### src/verilog/scc_pkg.sv
`default_nettype none
package scc_pkg;
  // frame geometry
  localparam logic [4:0] CNT_ZERO = 5'h00;
  localparam logic [4:0] CNT_FULL = 5'h10;
  localparam logic [4:0] CNT_MAX = 5'h1F;
  localparam logic [3:0] IDX_LAST = 4'hF;
  localparam logic [4:0] CNT_ADDR_DONE = 5'h07;
  localparam logic [15:0] WORD_ZEROS = 16'h0000;
  localparam logic [15:0] WORD_ONES = 16'hFFFF;
  // command word fields
  localparam int ADDR_MSB = 6;
  localparam int WR_BIT = 7;
  localparam int DATA_LSB = 8;
  // control register addresses
  localparam logic [6:0] ADDR_MODE = 7'h01;
  localparam logic [6:0] ADDR_WD = 7'h02;
  localparam logic [6:0] ADDR_BUS1 = 7'h03;
  localparam logic [6:0] ADDR_BUS2 = 7'h04;
  localparam logic [6:0] ADDR_WKC2 = 7'h05;
  localparam logic [6:0] ADDR_TMR_PER = 7'h06;
  localparam logic [6:0] ADDR_TMR_ON = 7'h07;
  // status register addresses
  localparam logic [6:0] ADDR_DEV_STAT = 7'h43;
  localparam logic [6:0] ADDR_WK_STAT1 = 7'h46;
  localparam logic [6:0] ADDR_WK_STAT2 = 7'h47;
  // mode register: request in bits 7:6, settings in 5:0
  localparam int REQ_LSB = 6;
  localparam logic [1:0] REQ_NORMAL = 2'h0;
  localparam logic [1:0] REQ_SLEEP = 2'h1;
  localparam logic [1:0] REQ_STOP = 2'h2;
  localparam logic [1:0] REQ_SOFTRST = 2'h3;
  localparam int LS_BIT = 0;
  // wake control two fields
  localparam int WK1_BIT = 0;
  localparam int WK2_BIT = 1;
  localparam int MEAS_BIT = 7;
  localparam logic [7:0] WAKE_VOLTAGE_MEASURE_MASK = 8'h83;
  // reset values and timing
  localparam logic [7:0] CFG_RESET = 8'h00;
  localparam logic [5:0] CTL_RESET = 6'h00;
  localparam logic [7:0] RESTART_CYCLES = 8'h40;
  typedef enum logic [2:0] {
    MODE_INIT = 3'b000,
    MODE_NORMAL = 3'b001,
    MODE_STOP = 3'b010,
    MODE_SLEEP = 3'b011,
    MODE_RESTART = 3'b100
  } scc_mode_t;
endpackage : scc_pkg
`default_nettype wire

### src/verilog/scc_shift.sv
`timescale 1ns/1ns
`default_nettype none
module scc_shift (
  input wire logic core_clk,
  input wire logic rst_n,
  input wire logic sclk_s,
  input wire logic sel_n_s,
  input wire logic sin_s,
  output logic [15:0] rx_q,
  output logic [4:0] cnt_q,
  output logic [3:0] bit_idx_q,
  output logic sclk_rise,
  output logic sclk_fall,
  output logic frame_start,
  output logic frame_end,
  output logic clk_hi_edge
);
  logic sclk_p_q;
  logic sel_p_q;
  logic clk_hi_start_q;
  // edge history of the synchronised pins
  always_ff @(posedge core_clk or negedge rst_n) begin
    if (!rst_n) begin
      sclk_p_q <= 1'b0;
      sel_p_q <= 1'b1;
    end else begin
      sclk_p_q <= sclk_s;
      sel_p_q <= sel_n_s;
    end
  end
  // clock edges only count while selected
  assign sclk_rise = ~sel_n_s & sclk_s & ~sclk_p_q;
  assign sclk_fall = ~sel_n_s & ~sclk_s & sclk_p_q;
  assign frame_start = ~sel_n_s & sel_p_q;
  assign frame_end = sel_n_s & ~sel_p_q;
  assign clk_hi_edge = clk_hi_start_q | (frame_end & sclk_s);
  // input shift, lsb first; count saturates so long frames stay wrong
  always_ff @(posedge core_clk or negedge rst_n) begin
    if (!rst_n) begin
      rx_q <= 16'h0000;
      cnt_q <= 5'h00;
      clk_hi_start_q <= 1'b0;
    end else if (frame_start) begin
      rx_q <= 16'h0000;
      cnt_q <= 5'h00;
      clk_hi_start_q <= sclk_s;
    end else if (sclk_fall) begin
      rx_q <= {sin_s, rx_q[15:1]};
      if (cnt_q != scc_pkg::CNT_MAX) begin
        cnt_q <= cnt_q + 5'h01;
      end
    end
  end
  // index of the bit currently on the output
  always_ff @(posedge core_clk or negedge rst_n) begin
    if (!rst_n) begin
      bit_idx_q <= 4'h0;
    end else if (frame_start) begin
      bit_idx_q <= 4'h0;
    end else if (sclk_rise && bit_idx_q != scc_pkg::IDX_LAST) begin
      bit_idx_q <= bit_idx_q + 4'h1;
    end
  end
endmodule : scc_shift
`default_nettype wire

### config.mk
export PLATFORM = sky130hd
export DESIGN_NAME = scc_shift
export DESIGN_NICKNAME = d
export VERILOG_FILES = /design/src/verilog/scc_pkg.sv /design/src/verilog/scc_shift.sv
export SDC_FILE = /design/constraint.sdc
export NUM_CORES = 1
export LEC_CHECK = 0
export BUFFER_PORTS_ARGS = -buffer_cell sky130_fd_sc_hd__buf_2
export CAP_MARGIN = 40
export CORE_MARGIN = 2
export CORE_UTILIZATION = 40
export DETAILED_ROUTE_END_ITERATION = 8
export GPL_TIMING_DRIVEN = 0
export PLACE_DENSITY = 0.67
export SLEW_MARGIN = 20
export SYNTH_ARGS = -nofsm -noshare
export SYNTH_HDL_FRONTEND = slang
export SYNTH_SLANG_ARGS = --single-unit
### constraint.sdc
create_clock -name core_clk -period 3.6 [get_ports core_clk]
set_clock_uncertainty 0.1 [all_clocks]
set_input_delay 0.18 -clock core_clk [delete_from_list [all_inputs] [get_ports core_clk]]
set_output_delay 0.18 -clock core_clk [all_outputs]
set_load 0.005 [all_outputs]
# Word-level counts from Yosys, hierarchy flattened
# Cells that the tools add are included.
# word_totals
reg_bits	28
latchBits	0
ramBits	0
rom_bits	0
inputBits	5
out_inout_bits	30
word_cells	34
n_memories	0
# op_classes
addsub	2
n_mul	0
div	0
magnitude_cmp	0
eq_ne	2
n_shift	0
muxes	7
bitwise_logic	12
reduce_logical	5
# ops
operator	count
2-to-1 mux 16 bit	2
2-to-1 mux 5 bit	3
2-to-1 mux 4 bit	2
bitwise AND 1 bit	7
nonzero test 2 bit	3
adder 5 x 1 -> 5 bit (second input constant)	1
inequality test 5 bit (second input constant)	1
adder 4 x 1 -> 4 bit (second input constant)	1
inequality test 4 bit (second input constant)	1
NOT 1 bit	4
AND reduction 2 bit	1
logical AND 1 bit	1
bitwise OR 1 bit	1

# Depth between registers and ports, before layout
# logic_depth
depth_word	6
mapped_depth	6

# Worst setup path after synthesis
# No wires, ideal clock.
# synth_path
kind	flip-flop to flip-flop
startpoint	register cnt_q[0]
endpoint	register cnt_q[2]
setup_ps	122
t_arrival_ps	1824
t_required_ps	3378
slack_ps	1553
path_stages_with_launch	7
period_less_slack_ps	2047
path_cell_list	dfrtp_1 > ha_1 > and3_1 > ha_1 > nor4b_1 > nand2_1 > mux2i_1
# synth_between
elab_chain_cells	4
word_cells_on_any_way	7
# synth_lines
item	line_no	text
start: declaration	scc_shift.sv:10	output logic [4:0] cnt_q,
start signal: assignment	scc_shift.sv:50	cnt_q <= cnt_q + 5'h01;
adder 5 x 1 -> 5 bit	scc_shift.sv:50	
2-to-1 mux 5 bit	scc_shift.sv:49	if (cnt_q != scc_pkg::CNT_MAX) begin
2-to-1 mux 5 bit	scc_shift.sv:47	end else if (sclk_fall) begin
2-to-1 mux 5 bit	scc_shift.sv:43	end else if (frame_start) begin
# Parallel ways exist; a longest one is shown, timed or not. The select of a mux whose other input is x is not followed.
# A chain may end at the register's enable or synchronous reset.

# Worst setup path in the final report
# layout_path
startpoint	input port sel_n_s
endpoint	output port frame_start
# layout_between
elab_chain_cells	2
# layout_lines
item	line_no	text
start: declaration	scc_shift.sv:7	input wire logic sel_n_s,
NOT 1 bit	scc_shift.sv:34	assign frame_start = ~sel_n_s & sel_p_q;
bitwise AND 1 bit	scc_shift.sv:34	
end: declaration	scc_shift.sv:14	output logic frame_start,
# Every way passes these cells.

==> results.yml <==
critical_path:
  start_kind: "primary input"
  path_class: "in -> out"
  rrSetupSlack_ns: 1.35
  r2r_cells: 6
  crit_start: "sel_n_s"
  cp-endpoint: "frame_start"
  crit_fanout: 10
  r2r-end: "cnt_q[2]$_DFFE_PN0P_"
  cp.required_ns: 3.32
  critPathArrivalTime_ns: 2.01
  end_kind: "output pin"
  r2r-start: "cnt_q[0]$_DFFE_PN0P_"
pwr:
  power.total_w: 0.000537
  p_sw_w: 0.000129
  switching_share: 0.240
  powerDensity_nw_per_um2: 354
  p_int_w: 0.000408
  pwr-share-seq: 0.620
  comb_power_share: 0.101
  power.leakage_nw: 0.804
  irDropWorstVdd_v: 0.000149
  clkPwrFrac: 0.279
logic_synthesis:
  ys_types: 28
  synth-async-reset-ratio: 1.00
  ys_ff_latch: 28
  synth_top_family_by_area: "simple AND/OR/NAND/NOR gates"
  synth-edff-count: 0
  synth_mux_area_frac: 0.00814
  ys.warnings.count: 0
  synth_area_um2: 1230
  synth_most_common_cell: "nand2_1"
  synth_compound_area_frac: 0.126
  yosysSeqAreaShare: 0.571
  synth-main-ff-cell: "dfrtp_1"
  synth_fp_nets: 137
  yosysTopAreaCell: "dfrtp_1"
  syn_area_per_cell_um2: 9.53
  synthXorXnorAreaFrac: 0.00712
  synthTopCellsByCount: "nand2_1, dfrtp_1, a21oi_1"
  synth_area_leaders: "dfrtp_1, nand2_1, a21oi_1"
  synth_simple_gate_area_share: 0.221
  synthAdderAreaFrac: 0.0305
  synthCells: 129
  synth_top_area_frac: 0.549
drt:
  ant_nets: 0
  routed_wl_um: 2620
  routedWlPerCell_um: 12.8
  drt-initial-drc-count: 65
  routed_via_density: 5.20
  drc: 0
  dr.pass1.iters: 4
  vias: 1061
placement:
  hpwlAfterDp_um: 1890
  port-buffer-count: 34
  gp_congestion: 0.791
  post-place-ws_ns: 1.35
worst_hold_path:
  hp-class: "in -> async"
global_routing:
  grt_pass1_vias: 987
  antenna_found_initial: 0
  grt_max_degree: 29
  gr-total-overflow: 0
  grt_pass1_wl_um: 4430
  grt_usage: 0.166
die:
  coreArea_um2: 2980
  io_pins: 35
  rows: 20
  die_w_um: 59.5
  start_util: 0.413
  dieArea_um2: 3530
  die_y_um: 59.5
clock_network:
  ctsRootBufferMaster: "clkbuf_4"
  clk_latency_ns: 0.32
  cts_tree: "built"
  cts_buffers: 3
  cts.sinks: 28
  clkTransAtPathRegs_ns: 0.15
  cts_resized: 0
  ctsLongestPathBuffers: 2
  htreeDepth: 1
run_status:
  status: "finished clean"
cells_and_area:
  fillers: 306
  drive_gt1_frac: 0.246
  seq_area_um2: 702
  multi_input_area_um2: 483
  syn_to_final_growth_pct: 23.4
  diodes: 0
  layout.nets: 180
timing:
  worstMarginPinSlew_ns: 0.737
  setup_viol: 0
  period_needed_ns: 2.29
  maxSlewHeadroom: 0.502
  rsz0062_at_grt: "no"
  fin_crit_sh: 0.636
  holdWs_ns: 0.289
  drv_slew: 0
  fin_setup_tns_ns: 0
  max_freq_mhz: 437
  final-hold-violation-count: 0
  fin_ws_ns: 1.31
job:
  maxCapViolCount: 0
-- cell usage in the layout, fill, tap and decap left out, types with 3 or more instances in the layout --
master	count
a21oi_1	19
buf_2	36
clkbuf_1	3
clkbuf_4	3
dfrtp_1	27
dlygate4sd3_1	4
ha_1	3
inv_1	3
nand2_1	36
nand3_1	5
nand3b_1	4
o21ai_0	4
-- area by class of cell --
type                    instances  share of cell area
inverters                       4             0.00989
flip-flops and latches         28               0.462
well taps                      33              0.0272
plain buffers                   7              0.0198
clock buffers                   4              0.0239
multi-input cells              90               0.318
repair buffers                 38               0.138
-- what timing repair did --
action,CTS,global route
hold endpoints to repair,31,0
hold buffers,4,0
buffers inserted,0,0
-- power by group through the flow --
stage	Combinational [W]	Sequential [W]	Clock, W
2_1_floorplan	0.0000255	0.000338	0
3_3_place_gp	0.0000504	0.000338	0
3_5_place_dp	0.0000519	0.000339	0
4_1_cts	0.0000554	0.000333	0.000157
5_1_grt	0.0000619	0.000335	0.000175
6_report	0.0000541	0.000333	0.000150
-- worst min path at each step --
stage	end	start	slack, ns	depth (start not counted)
2_1_floorplan	bit_idx_q[0]$_DFFE_PN0P_	rst_n	-0.22	0
3_3_place_gp	rx_q[7]$_DFFE_PN0P_	rst_n	0.12	1
3_5_place_dp	rx_q[7]$_DFFE_PN0P_	rst_n	0.14	1
4_1_cts	rx_q[7]$_DFFE_PN0P_	rst_n	0.30	2
5_1_grt	rx_q[6]$_DFFE_PN0P_	rst_n	0.32	2
6_report	rx_q[0]$_DFFE_PN0P_	rst_n	0.29	2
-- critical path, cell delays in order --
cell	delay, ns
dlygate4sd3_1	0.53
buf_2	0.15
nand2b_1	0.14
clkbuf_1	0.20
inv_1	0.20
buf_1	0.41
buf_2	0.20
-- sequential cells by signal, indices dropped and copies added, names as in the netlist --
| name | cells |
|---|---|
| cnt_q | 5 |
| sclk_p_q | 1 |
| bit_idx_q | 4 |
| rx_q | 16 |
| clk_hi_start_q | 1 |
| sel_p_q | 1 |
-- metal layers --
metal  routed length (µm)  GRT usage  vias to the layer above  share of wire
met5                    0          0                        -              0
met4                   14     0.0584                        0         0.0054
met3                  150     0.0306                        2          0.057
met2                 1240      0.257                       30           0.47
met1                 1210      0.233                      505           0.46
li1                     -          -                      524              -
-- cells by family after synthesis --
group,count (synthesis)
AO/OA/AOI/OAI,28
buffers and inverters,11
AND/OR/NAND/NOR,57
flip-flops,28
multiplexers,1
XOR/XNOR,1
adder cells (fa/ha/maj),3
-- stage by stage --
stage | utilization | std cells | cell area, µm²
after floorplan | - | 129 | 1230
after global placement | 0.484 | 196 | 1440
after detailed placement | 0.484 | 196 | 1440
after CTS | 0.510 | 204 | 1520
after global routing | 0.510 | 204 | 1520
final | 0.510 | 204 | 1520
No activity file was read; power rests on OpenSTA's default activity.
